==> src/core/sfl_pkg.sv <==
// Shared types and constants for the scalar flow control and load unit.
// Assumes one clock domain and AHB-Lite register access from a single master.
package sfl_pkg;

  // ****************************************************************
  // Widths and counts
  // ****************************************************************
  localparam int PC_W = 48;
  localparam int IMM_W = 16;
  localparam int MASK_W = 64;
  localparam int GROUP_W = 8;
  localparam int DEST_W = 512;
  localparam int PERF_NUM = 16;
  localparam int PERF_W = 16;
  localparam int ADDR_W = 8;
  localparam int IMM_MSG_MSB = 7;
  localparam int IMM_PRIO_MSB = 1;
  localparam int IMM_PERF_MSB = 3;
  localparam logic [PC_W-1:0] PC_STEP = 48'h0000_0000_0004;
  localparam logic [PC_W-1:0] PC_RST = 48'h0000_0000_0000;
  localparam logic [PC_W-1:0] DWORD_STEP = 48'h0000_0000_0004;
  localparam logic [2:0] SIZE_LOG_MAX = 3'h4;
  localparam logic [2:0] PRIO_SAT = 3'h3;

  // ****************************************************************
  // Register map and field positions
  // ****************************************************************
  localparam logic [ADDR_W-1:0] REG_CTRL = 8'h00;
  localparam logic [ADDR_W-1:0] REG_STATUS = 8'h04;
  localparam logic [ADDR_W-1:0] REG_PC_LO = 8'h08;
  localparam logic [ADDR_W-1:0] REG_PC_HI = 8'h0c;
  localparam logic [ADDR_W-1:0] REG_AGE = 8'h10;
  localparam logic [1:0] REG_PERF_PAGE = 2'h1;
  localparam int CTRL_ENABLE_BIT = 0;
  localparam int CTRL_RESUME_BIT = 1;
  localparam int CTRL_SYSTEM_PRIORITY_LSB = 4;
  localparam int ST_FSM_LSB = 0;
  localparam int ST_HALT_BIT = 3;
  localparam int ST_ENABLE_BIT = 4;
  localparam int ST_UPRIO_LSB = 8;
  localparam int ST_SPRIO_LSB = 10;
  localparam int ST_PRIO_LSB = 16;
  localparam logic CTRL_ENABLE_RST = 1'b1;

  // ****************************************************************
  // Enumerations
  // ****************************************************************
  typedef enum logic [4:0] {
    op_branch_if_condition_zero = 5'h00, op_branch_if_condition_one = 5'h01,
    op_branch_if_mask_zero = 5'h02, op_branch_if_mask_set = 5'h03,
    op_branch_if_lanes_idle = 5'h04, op_branch_if_lanes_active = 5'h05,
    op_branch_if_system_debug = 5'h06, op_branch_if_user_debug = 5'h07,
    op_branch_if_any_debug = 5'h08, op_branch_if_both_debug = 5'h09,
    op_end_program = 5'h0a, op_end_program_saved = 5'h0b, op_end_program_ordered_done = 5'h0c,
    op_wake_group = 5'h0d, op_set_user_priority = 5'h0e, op_send_upstream_message = 5'h0f,
    op_send_message_and_halt = 5'h10, op_perf_counter_step = 5'h11, op_perf_counter_unstep = 5'h12,
    op_instruction_cache_flush = 5'h13, op_barrier = 5'h14,
    op_scalar_load_dwords = 5'h15, op_scalar_buffer_load_dwords = 5'h16, op_nop = 5'h1f
  } sfl_op_t;

  typedef enum logic [2:0] {
    st_idle = 3'h0, st_drain = 3'h1, st_barrier = 3'h2, st_load = 3'h3, st_halted = 3'h4, st_ended = 3'h5
  } sfl_fsm_t;

  typedef enum logic [1:0] {end_plain = 2'h0, end_saved = 2'h1, end_ordered = 2'h2} sfl_end_t;

  // ****************************************************************
  // Carriers
  // ****************************************************************
  typedef struct packed {
    sfl_op_t op;
    logic [IMM_W-1:0] instruction_immediate;
    logic offset_from_reg;
    logic [31:0] reg_offset;
    logic [20:0] imm_offset;
    logic [PC_W-1:0] base_addr;
    logic [2:0] size_log;
  } sfl_instr_t;

  typedef struct packed {
    logic scalar_condition_code;
    logic [MASK_W-1:0] condition_mask;
    logic [MASK_W-1:0] lane_execute_mask;
    logic system_debug_condition;
    logic user_debug_condition;
    logic in_group_flag;
    logic [GROUP_W-1:0] group_id;
    logic [5:0] load_cnt;
    logic [5:0] share_cnt;
    logic [2:0] export_cnt;
    logic [5:0] store_cnt;
  } sfl_wave_t;

  typedef struct packed {
    logic msg_valid;
    logic [IMM_MSG_MSB:0] msg_type;
    logic halted;
    logic terminate;
    logic saved;
    logic ordered_done;
    logic wake_valid;
    logic [GROUP_W-1:0] wake_group;
    logic barrier_arrive;
    logic icache_flush;
  } sfl_up_t;

endpackage : sfl_pkg

==> src/core/sfl_core.sv <==
// Scalar flow control, program end, upstream messaging and scalar loads for one wave.
// Assumes wave state and instructions arrive from logic on clk; registers are reached over AHB-Lite.
//
// Contract
// - Condition-code branch taken on match: pc plus signed immediate times four plus four.
// - Condition-mask branch taken on zero or nonzero variant, else pc plus four.
// - Lane-mask branch taken on zero or nonzero variant, else pc plus four.
// - Branch when system debug flag set, else pc plus four.
// - Branch when user debug flag set, else pc plus four.
// - Branch when either debug flag set, else pc plus four.
// - Branch only when both debug flags set, else pc plus four.
// - Every program end waits until all outstanding counters are zero.
// - Saved program end signals saved upstream and terminates in the same cycle.
// - Ordered program end signals ordered section done and terminates.
// - Group wake from an in-group wave pings all waves of that group.
// - Ping affects only sleeping waves; others finish their sleep.
// - Group wake outside a group is a no-operation.
// - Set-priority loads user priority from immediate bits one to zero.
// - Wave priority is saturated system plus user priority above the age.
// - Send-message delivers upstream message typed by immediate bits seven to zero.
// - Send-and-halt delivers the same message and halts the wave.
// - Perf instructions step the selected counter up or down by one.
// - Barrier holds until the whole surviving group is created and arrived.
// - Barrier issues without waiting on counters.
// - Register offset unsigned with low two bits dropped; immediate offset signed 21 bits.
// - Loads return 1 to 16 dwords, dword k from address plus 4k.
`timescale 1ns/1ps

module sfl_core #(
  parameter int GROUP_WAVES = 16
) (
  input wire logic clk,
  input wire logic srst,
  input wire logic ce,
  input wire logic hsel,
  input wire logic [31:0] haddr,
  input wire logic [1:0] htrans,
  input wire logic hwrite,
  input wire logic [2:0] hsize,
  input wire logic [31:0] hwdata,
  input wire logic hready,
  output logic [31:0] hrdata,
  output logic hreadyout,
  output logic hresp,
  input wire logic instr_valid,
  input wire sfl_pkg::sfl_instr_t instr,
  output logic instr_ready,
  input wire sfl_pkg::sfl_wave_t wave,
  output logic [sfl_pkg::PC_W-1:0] pc_out,
  output sfl_pkg::sfl_up_t up,
  input wire logic group_all_created,
  input wire logic [GROUP_WAVES-1:0] group_live_pending,
  output logic cache_req_valid,
  input wire logic cache_req_ready,
  output logic [sfl_pkg::PC_W-1:0] cache_req_addr,
  input wire logic cache_rsp_valid,
  input wire logic [31:0] cache_rsp_data,
  output logic load_done,
  output logic [sfl_pkg::DEST_W-1:0] load_data,
  output logic [5:0] wave_priority
);
  import sfl_pkg::*;

  // ****************************************************************
  // State
  // ****************************************************************
  typedef struct packed {
    sfl_fsm_t fsm;
    sfl_end_t end_kind;
    logic [PC_W-1:0] pc;
    logic enable;
    logic [1:0] system_priority;
    logic [1:0] user_priority;
    logic [3:0] wave_age_a;
    logic [5:0] prio;
    logic instr_ready;
    sfl_up_t up;
    logic [PERF_NUM-1:0][PERF_W-1:0] perf;
    logic req_valid;
    logic [PC_W-1:0] ld_addr;
    logic [4:0] ld_left;
    logic [4:0] ld_idx;
    logic [4:0] ld_total;
    logic [DEST_W-1:0] ld_data;
    logic load_done;
    logic dp_write;
    logic [ADDR_W-1:0] dp_addr;
    logic [31:0] hrdata;
    logic hreadyout;
  } sfl_state_t;

  localparam sfl_state_t STATE_RST = '{fsm: st_idle, end_kind: end_plain, enable: CTRL_ENABLE_RST,
                                       instr_ready: CTRL_ENABLE_RST, hreadyout: 1'b1, pc: PC_RST, default: '0};

  sfl_state_t s;
  sfl_state_t next_s;
  logic accept;
  logic counters_idle;
  logic [PC_W-1:0] imm_scaled;
  logic [PC_W-1:0] fall_pc;
  logic [PC_W-1:0] taken_pc;

  assign accept = instr_valid && s.instr_ready;
  assign counters_idle = (wave.load_cnt == '0) && (wave.share_cnt == '0) && (wave.export_cnt == '0) &&
                         (wave.store_cnt == '0);
  assign imm_scaled = {{(PC_W - IMM_W - 2){instr.instruction_immediate[IMM_W-1]}}, instr.instruction_immediate, 2'b00};
  assign fall_pc = s.pc + PC_STEP;
  assign taken_pc = s.pc + imm_scaled + PC_STEP;

  // ****************************************************************
  // Next state
  // ****************************************************************
  always_comb begin
    logic take;
    logic [PC_W-1:0] offset;
    logic [2:0] size_log;
    logic [2:0] prio_sum;
    logic [4:0] idx_inc;
    next_s = s;
    take = 1'b0;
    offset = '0;
    size_log = '0;
    prio_sum = '0;
    idx_inc = '0;
    next_s.up.msg_valid = 1'b0;
    next_s.up.terminate = 1'b0;
    next_s.up.saved = 1'b0;
    next_s.up.ordered_done = 1'b0;
    next_s.up.wake_valid = 1'b0;
    next_s.up.barrier_arrive = 1'b0;
    next_s.up.icache_flush = 1'b0;
    next_s.load_done = 1'b0;
    case (instr.op)
      op_branch_if_condition_zero: take = !wave.scalar_condition_code;
      op_branch_if_condition_one: take = wave.scalar_condition_code;
      op_branch_if_mask_zero: take = (wave.condition_mask == '0);
      op_branch_if_mask_set: take = (wave.condition_mask != '0);
      op_branch_if_lanes_idle: take = (wave.lane_execute_mask == '0);
      op_branch_if_lanes_active: take = (wave.lane_execute_mask != '0);
      op_branch_if_system_debug: take = wave.system_debug_condition;
      op_branch_if_user_debug: take = wave.user_debug_condition;
      op_branch_if_any_debug: take = wave.system_debug_condition || wave.user_debug_condition;
      op_branch_if_both_debug: take = wave.system_debug_condition && wave.user_debug_condition;
      default: take = 1'b0;
    endcase
    if (accept) begin
      next_s.pc = take ? taken_pc : fall_pc;
      case (instr.op)
        op_end_program: begin
          next_s.fsm = st_drain;
          next_s.end_kind = end_plain;
        end
        op_end_program_saved: begin
          next_s.fsm = st_drain;
          next_s.end_kind = end_saved;
        end
        op_end_program_ordered_done: begin
          next_s.fsm = st_drain;
          next_s.end_kind = end_ordered;
        end
        op_wake_group: begin
          // Sleeping waves outside decide whether the ping matters to them.
          next_s.up.wake_valid = wave.in_group_flag;
          next_s.up.wake_group = wave.group_id;
        end
        op_set_user_priority: next_s.user_priority = instr.instruction_immediate[IMM_PRIO_MSB:0];
        op_send_upstream_message, op_send_message_and_halt: begin
          next_s.up.msg_valid = 1'b1;
          next_s.up.msg_type = instr.instruction_immediate[IMM_MSG_MSB:0];
          if (instr.op == op_send_message_and_halt) begin
            next_s.fsm = st_halted;
          end
        end
        op_perf_counter_step: begin
          next_s.perf[instr.instruction_immediate[IMM_PERF_MSB:0]] =
            s.perf[instr.instruction_immediate[IMM_PERF_MSB:0]] + PERF_W'(1);
        end
        op_perf_counter_unstep: begin
          next_s.perf[instr.instruction_immediate[IMM_PERF_MSB:0]] =
            s.perf[instr.instruction_immediate[IMM_PERF_MSB:0]] - PERF_W'(1);
        end
        op_instruction_cache_flush: next_s.up.icache_flush = 1'b1;
        op_barrier: begin
          // Arrival is announced at once, with no counter drain.
          next_s.up.barrier_arrive = 1'b1;
          next_s.fsm = st_barrier;
        end
        op_scalar_load_dwords, op_scalar_buffer_load_dwords: begin
          if (instr.offset_from_reg) begin
            offset = {16'h0000, instr.reg_offset[31:2], 2'b00};
          end else begin
            offset = {{(PC_W - 21){instr.imm_offset[20]}}, instr.imm_offset};
          end
          size_log = (instr.size_log > SIZE_LOG_MAX) ? SIZE_LOG_MAX : instr.size_log;
          next_s.ld_addr = instr.base_addr + offset;
          next_s.ld_total = 5'h01 << size_log;
          next_s.ld_left = 5'h01 << size_log;
          next_s.ld_idx = '0;
          next_s.ld_data = '0;
          next_s.req_valid = 1'b1;
          next_s.fsm = st_load;
        end
        default: begin
        end
      endcase
    end
    case (s.fsm)
      st_drain: begin
        if (counters_idle) begin
          next_s.up.terminate = 1'b1;
          next_s.up.saved = (s.end_kind == end_saved);
          next_s.up.ordered_done = (s.end_kind == end_ordered);
          next_s.fsm = st_ended;
        end
      end
      st_barrier: begin
        // Terminated waves are not in the pending vector, so they are not waited on.
        if (group_all_created && (group_live_pending == '0)) begin
          next_s.fsm = st_idle;
        end
      end
      st_load: begin
        if (s.req_valid && cache_req_ready) begin
          next_s.ld_addr = s.ld_addr + DWORD_STEP;
          next_s.ld_left = s.ld_left - 5'h01;
          next_s.req_valid = (s.ld_left != 5'h01);
        end
        if (cache_rsp_valid) begin
          idx_inc = s.ld_idx + 5'h01;
          next_s.ld_data[32 * s.ld_idx +: 32] = cache_rsp_data;
          next_s.ld_idx = idx_inc;
          if (idx_inc == s.ld_total) begin
            next_s.load_done = 1'b1;
            next_s.fsm = st_idle;
          end
        end
      end
      default: begin
      end
    endcase
    // Bus data phase: a write lands here and overrides the instruction path.
    if (s.dp_write) begin
      case (s.dp_addr)
        REG_CTRL: begin
          next_s.enable = hwdata[CTRL_ENABLE_BIT];
          next_s.system_priority = hwdata[CTRL_SYSTEM_PRIORITY_LSB +: 2];
          if (hwdata[CTRL_RESUME_BIT] && ((s.fsm == st_halted) || (s.fsm == st_ended))) begin
            next_s.fsm = st_idle;
          end
        end
        REG_PC_LO: next_s.pc[31:0] = hwdata;
        REG_PC_HI: next_s.pc[PC_W-1:32] = hwdata[PC_W-33:0];
        REG_AGE: next_s.wave_age_a = hwdata[3:0];
        default: begin
        end
      endcase
    end
    // Bus address phase: read data is latched for the following data phase.
    next_s.dp_write = 1'b0;
    if (hsel && htrans[1] && hready) begin
      next_s.dp_write = hwrite;
      next_s.dp_addr = haddr[ADDR_W-1:0];
      next_s.hrdata = '0;
      if (!hwrite) begin
        case (haddr[ADDR_W-1:0])
          REG_CTRL: begin
            next_s.hrdata[CTRL_ENABLE_BIT] = s.enable;
            next_s.hrdata[CTRL_SYSTEM_PRIORITY_LSB +: 2] = s.system_priority;
          end
          REG_STATUS: begin
            next_s.hrdata[ST_FSM_LSB +: 3] = s.fsm;
            next_s.hrdata[ST_HALT_BIT] = s.up.halted;
            next_s.hrdata[ST_ENABLE_BIT] = s.enable;
            next_s.hrdata[ST_UPRIO_LSB +: 2] = s.user_priority;
            next_s.hrdata[ST_SPRIO_LSB +: 2] = s.system_priority;
            next_s.hrdata[ST_PRIO_LSB +: 6] = s.prio;
          end
          REG_PC_LO: next_s.hrdata = s.pc[31:0];
          REG_PC_HI: next_s.hrdata[PC_W-33:0] = s.pc[PC_W-1:32];
          REG_AGE: next_s.hrdata[3:0] = s.wave_age_a;
          default: begin
            if (haddr[ADDR_W-1:ADDR_W-2] == REG_PERF_PAGE) begin
              next_s.hrdata[PERF_W-1:0] = s.perf[haddr[5:2]];
            end
          end
        endcase
      end
    end
    prio_sum = {1'b0, next_s.system_priority} + {1'b0, next_s.user_priority};
    next_s.prio = {((prio_sum > PRIO_SAT) ? PRIO_SAT[1:0] : prio_sum[1:0]), next_s.wave_age_a};
    next_s.up.halted = (next_s.fsm == st_halted);
    next_s.instr_ready = (next_s.fsm == st_idle) && next_s.enable;
    next_s.hreadyout = 1'b1;
  end

  always_ff @(posedge clk) begin
    if (srst) begin
      s <= STATE_RST;
    end else if (ce) begin
      s <= next_s;
    end
  end

  // ****************************************************************
  // Outputs
  // ****************************************************************
  assign hrdata = s.hrdata;
  assign hreadyout = s.hreadyout;
  assign hresp = 1'b0;
  assign instr_ready = s.instr_ready;
  assign pc_out = s.pc;
  assign up = s.up;
  assign cache_req_valid = s.req_valid;
  assign cache_req_addr = s.ld_addr;
  assign load_done = s.load_done;
  assign load_data = s.ld_data;
  assign wave_priority = s.prio;
endmodule : sfl_core

==> config.mk <==
export PLATFORM = sky130hd
export DESIGN_NAME = sfl_core
export DESIGN_NICKNAME = d
export VERILOG_FILES = /design/src/core/sfl_pkg.sv /design/src/core/sfl_core.sv
export SDC_FILE = /design/constraint.sdc
export NUM_CORES = 2
export LEC_CHECK = 0
export ABC_AREA = 1
export BUFFER_PORTS_ARGS = -buffer_cell sky130_fd_sc_hd__buf_2
export CAP_MARGIN = 30
export CORE_AREA = 2 2 427 429
export CTS_CLUSTER_SIZE = 14
export DETAILED_ROUTE_END_ITERATION = 8
export DIE_AREA = 0 0 429 431
export HOLD_SLACK_MARGIN = 0.06
export SLEW_MARGIN = 30
export SYNTH_ARGS = -nofsm -noshare
export SYNTH_HDL_FRONTEND = slang
export SYNTH_SLANG_ARGS = --single-unit
==> constraint.sdc <==
create_clock -name clk -period 3.3 [get_ports clk]
set_input_delay 0.33 -clock clk [delete_from_list [all_inputs] [get_ports clk]]
set_output_delay 0.33 -clock clk [all_outputs]
set_load 0.01 [all_outputs]
======== Word-level counts from Yosys, hierarchy flattened ========
Cells that the tools add are included.
storage, ports and cells
  bits in registers ....................... 967
  input port bits ......................... 414
  output and inout port bits .............. 675
operators by class
  add/sub/neg operators ................... 11
  $lt $le $gt $ge ......................... 5
  equality and inequality tests ........... 40
  shift operators ......................... 3
  muxes and demuxes ....................... 64
  reduce and logical (&&, ||, !) cells .... 42
operators by type and width
  operator                     count
  $mux W513                    2
  $mux W843                    1
  $mux W576                    1
  $bwmux W256                  2
  $bwmux W512                  1
  $pmux W256 S2                1
  $shift A32 B34 Y512 const A  1
  $shiftx A32 B34 Y512         1
  $mux W48                     4
  $add A48 B3 Y48 const B      3
  $bmux W16 S4                 2
  $logic_not A64 Y1            2
  $reduce_bool A64 Y1          2
  $add A48 B48 Y48             2
  $mux W16                     5
  $demux W16 S4                1
  $mux W32                     2
  $mux W59                     1
  $mux W54                     1
  $mux W53                     1
  $mux W51                     1
  $mux W41                     1
  $eq A5 B4 Y1 const B         8
  $mux W3                      12
  other kinds (55)             107

======== Depth between registers and ports, before layout ========
  word-level depth ........................ 12
  depth in mapped cells ................... 24
  gate-level depth less buffers ........... 21

======== Worst setup path before layout ========
OpenSTA, ideal clock, no wires.
  kind .................................... in2reg
  start ................................... in instr[104] in the netlist's numbering
  end ..................................... reg s, in the netlist cache_req_addr[42]
  data arrival time ....................... 3.003 ns
  data required time ...................... 3.168 ns
  setup slack ............................. 0.165 ns
  cell stages on the path ................. 20
  cells stage by stage .................... clkbuf_1 -> clkinv_1 -> nand2_1 -> clkbuf_1 -> inv_1 -> ha_1 -> nand2_1 -> nor2_1 -> inv_1 -> nor2_1 -> nand2_1 -> inv_1 -> nand3_1 -> or2_2 -> nand3_1 -> nand2_1 -> nand3_1 -> nand2_1 -> nand2_1 -> a21oi_1
between the ends
  word-level cells in the longest chain between the ends .. 8
RTL lines
  item                  line             text
  start, declared       sfl_core.sv:46   input wire sfl_pkg::sfl_instr_t instr,
  $mux W48 *            sfl_core.sv:189  if (instr.offset_from_reg) begin
  $mux W48 *            sfl_core.sv:148  case (instr.op)
  $mux W48 *            sfl_core.sv:146  if (accept) begin
  $add A48 B48 Y48 *    sfl_core.sv:195  next_s.ld_addr = instr.base_addr + offset;
  $mux W576 *           sfl_core.sv:148
  $mux W843 *           sfl_core.sv:146
  $mux W54              sfl_core.sv:223  if (s.req_valid && cache_req_ready) begin
  $mux W59 *            sfl_core.sv:207  case (s.fsm)
  end signal, assigned  sfl_core.sv:300  s <= next_s;
  end, declared         sfl_core.sv:95   sfl_state_t s;
Every way passes the cells marked *; elsewhere a longest branch is shown, timed or not. The select of a mux whose other input is x is not followed.
A chain may end at the register's enable or synchronous reset.

======== Worst setup path after layout ========
  start ................................... reg s, in the netlist pc_out[2]
  end ..................................... reg s, in the netlist pc_out[43]
between the ends
  word-level cells in the longest chain between the ends .. 6
  elaborated cells between the ends (all ways) .. 7
RTL lines
  item              line             text
  $add A48 B48 Y48  sfl_core.sv:108  assign taken_pc = s.pc + imm_scaled + PC_STEP;
  $add A48 B3 Y48   sfl_core.sv:108
  $mux W48 *        sfl_core.sv:147  next_s.pc = take ? taken_pc : fall_pc;
  $mux W53 *        sfl_core.sv:146
  $mux W16          sfl_core.sv:243  case (s.dp_addr)
  $mux W51 *        sfl_core.sv:242  if (s.dp_write) begin
Every way passes the cells marked *; elsewhere a longest branch is shown, timed or not.

==> results.md <==
- Outcome: complete, no violations
- DR vias: 75172
- CTS clk-pin slew, worst paths: 0.06 ns
- Post-synth top flop: dfxtp_1
- Class of the worst hold path: in2reg
- Initial antenna violation count: 13
- R2R setup slack: approximately 0.29 ns
- 1st-iter DRT viols: 8122
- Synth Instances: 10727
- Avg Vias per Cell: approximately 5.6
- Max Cap Viol: 0
- PD cells: 405 mW/mm²
- Post-synth cell types: 60
- Worst path depth: 20
- Share of post-route cells with drive strength above 1: 0.158
- Cell family with most CP delay: simple AND/OR/NAND/NOR gates
- Mean Syn Cell Area: 6.31 µm²
- Initial Utilization: 0.376
- First-pass GRT wire length: between 400000 and 500000 µm
- Layout area overhead: 13.9%
- Mapped Area: 0.0677 mm²
- Tcrit/Tclk final: 0.912
- Die height: about 430 µm
- Hold_ws: 0.118 ns
- Util after Layout: 0.428
- Clock power share: 0.443
- Yosys reg bits: roughly 960
- Core ar.: 0.180 mm²
- Detailed-route wire length per cell: 24.0 µm
- Fmax: 0.332 GHz
- Post-route ant nets: 0
- Worst setup EP type: flip-flop
- Unrepaired setup endpoints after global routing: false
- Gr ovfl total: 0
- Startpoint class of the critical path: flip-flop
- Post_cts resized: 0
- WL final: 325000 µm
- Drt drc: 0
- Max Slew Vio Count: 0
- Hold buffers post-CTS: 90
- Switching power share of the total: 0.305
- Max-slew headroom: 0.257
- Setup Skew: 0.0708 ns
- Switching Power: ~9.5 mW
- Most common cell after layout, fill and taps aside: nand2_1
- Worst Setup Path Type: reg2reg
- Least-Margin Pin Slew: around 1.1 ns
- Ys Warns: 0
- Cell Int Power: approximately 22 mW
- Maximum vdd ir drop: 0.475 mV
- Die W: 429 µm
- Worst path max stage delay: roughly 0.5 ns
- Leak Pwr: around 37 nW
- CP required: 3.96 ns
- CTS H-tree lvls: 3
- Asr flop ratio synth: 0
- Gate power share: 0.163
- Vias in the first global route: a little under 70000
- Sequential Power Share: 0.395
- Final #Nets: 11610
- # port buffers: 1056
- Num CTS Buffers: 115
- Most frequent cells in the layout: 2603 x nand2_1, 1277 x inv_1, 1053 x buf_2
- Sink Count: 963
- Io pins: 1089
- Cell mode on critical path: nand2_1
- TritonRoute pass-1 iters: 6
- Root buffer cell: clkbuf_16
- Hold Vio Cnt, Final: 0
- Clk_lat worst skew: 0.81 ns
- Final min period: 3.01 ns
- Gpl congestion: 1.02
- Post-synthesis sequential area ratio: 0.285
- Worst Path Arrival: 3.66 ns
- Final setup TNS: 0 ns
- Crit path cell chain: inv_1 -> ha_1 -> inv_1 -> ha_1 -> fa_1 -> nand2_1 -> nand3_1 -> nand3_1 -> nand2_1 -> nand2_1 -> nand3_1 -> nand2_1 -> nand3_1 -> nand2_1 -> nand2_1 -> nand2_1 -> nand2_1 -> nand2_1 -> nand2_1 -> a21oi_1
- Max Fanout on Critical Path: 4
- Setup Viol. Count Final: 0
- Setup Buffers After CTS: 0
- CTS tree: yes
- Buf/Inv on CP: 2
- Largest net degree at the start of global routing: approximately 240
- Number of flops mapped to enable cells by yosys: 0
- Reg2reg path depth: 20
- Die ar.: about 0.18 mm²
- Gr usage total: 0.335
- Slowest CP cell: fa_1
- Hpwl dp: 242000 µm
- Maximum clock insertion buffer count: 3
- WHS Path Cells: 5
- Site Rows: 156
- Syn_nets: around 11000
==> cell families (layout without fill, tap and decap cells) <==
group           Yosys count  after routing  share of synthesized area
other cells               2             12                   0.000111
compound gates         2573           2573                      0.224
flops                   963            963                      0.285
buf+inv                2633           3053                      0.188
simple gates           4321           4321                      0.264
fa+ha+maj               149            149                     0.0279
xor+xnor                 86             86                     0.0113
==> power groups by stage <==
stage / logic, mW / clock network [mW] / registers (mW)
floorplan: 3.10 / 0 / 12.5
global route: 5.43 / 14.5 / 12.3
CTS: 4.99 / 14.0 / 12.3
detailed placement: 4.88 / 0 / 12.6
global placement: 4.86 / 0 / 12.5
finish: 5.07 / 13.8 / 12.3
==> cells in the mapped netlist (all sizes together) (15+ instances only) <==
library cell	instances	area, µm²
nand2	2619	9860
inv	1293	4850
dfxtp	963	19300
buf	821	5940
a21oi	818	4150
o21ai	810	4070
nor2	767	2970
nand3	587	3030
clkbuf	506	1900
o211ai	497	3730
a31oi	174	1090
nor3	165	826
ha	146	1830
nand4	121	763
xor2	62	558
o22ai	61	382
a22oi	55	413
o221ai	47	412
o21bai	31	233
nor4	25	156
xnor2	24	210
o21a	15	113
==> worst reg2reg max path, delay by kind of cell, from the launching register on <==
kind / cells / cell delay, ns
compound gates: 1 / 0.12
fa+ha+maj: 3 / 0.91
buf+inv: 2 / 0.19
flops: 1 / 0.31
simple gates: 14 / 1.37
==> per-stage QoR <==
stage	instance area (µm²)	setup WS [ns]	power [mW]	std cells
after floorplan	67700	0.165	15.6	10727
after global placement	72100	-0.144	17.4	13209
after detailed placement	72100	-0.109	17.4	13209
after CTS	77000	0.309	31.3	13516
after global routing	77100	0.0699	32.2	13520
final	77100	0.291	31.2	13527
==> metal layers <==
layer | part of all wire | up-vias | global-route usage
met1 | 0.38 | 35255 | 0.401
met5 | 0.000065 | - | 0
met2 | 0.44 | 3692 | 0.533
li1 | - | 35394 | -
met3 | 0.087 | 827 | 0.0699
met4 | 0.084 | 4 | 0.240
==> worst paths after layout <==
check,startpoint,end
setup / recovery,pc_out[2],pc_out[43]
setup reg to reg,pc_out[2],pc_out[43]
hold / removal,hwdata[15],pc_out[47]
hold reg to reg,s[566],s[566]
==> cell type report <==
class | instances | area, µm²
multi-input combinational | 7131 | 35700
timing repair buffer | 1531 | 10100
clock buffer | 161 | 3300
sequential | 963 | 19300
inverter | 1305 | 4920
clock inverter | 56 | 747
antenna | 10 | 25.0
tap | 2370 | 2970
fill | 19054 | 103000
==> registers in the layout (all words and copies together) (netlist names) <==
| register | count |
|---|---|
| load_done | 1 |
| s | 293 |
| cache_req_addr | 48 |
| up | 24 |
| cache_req_valid | 1 |
| hrdata | 32 |
| instr_ready | 1 |
| wave_priority | 3 |
| pc_out | 48 |
| load_data | 512 |
(Power assumes the default switching activity.)
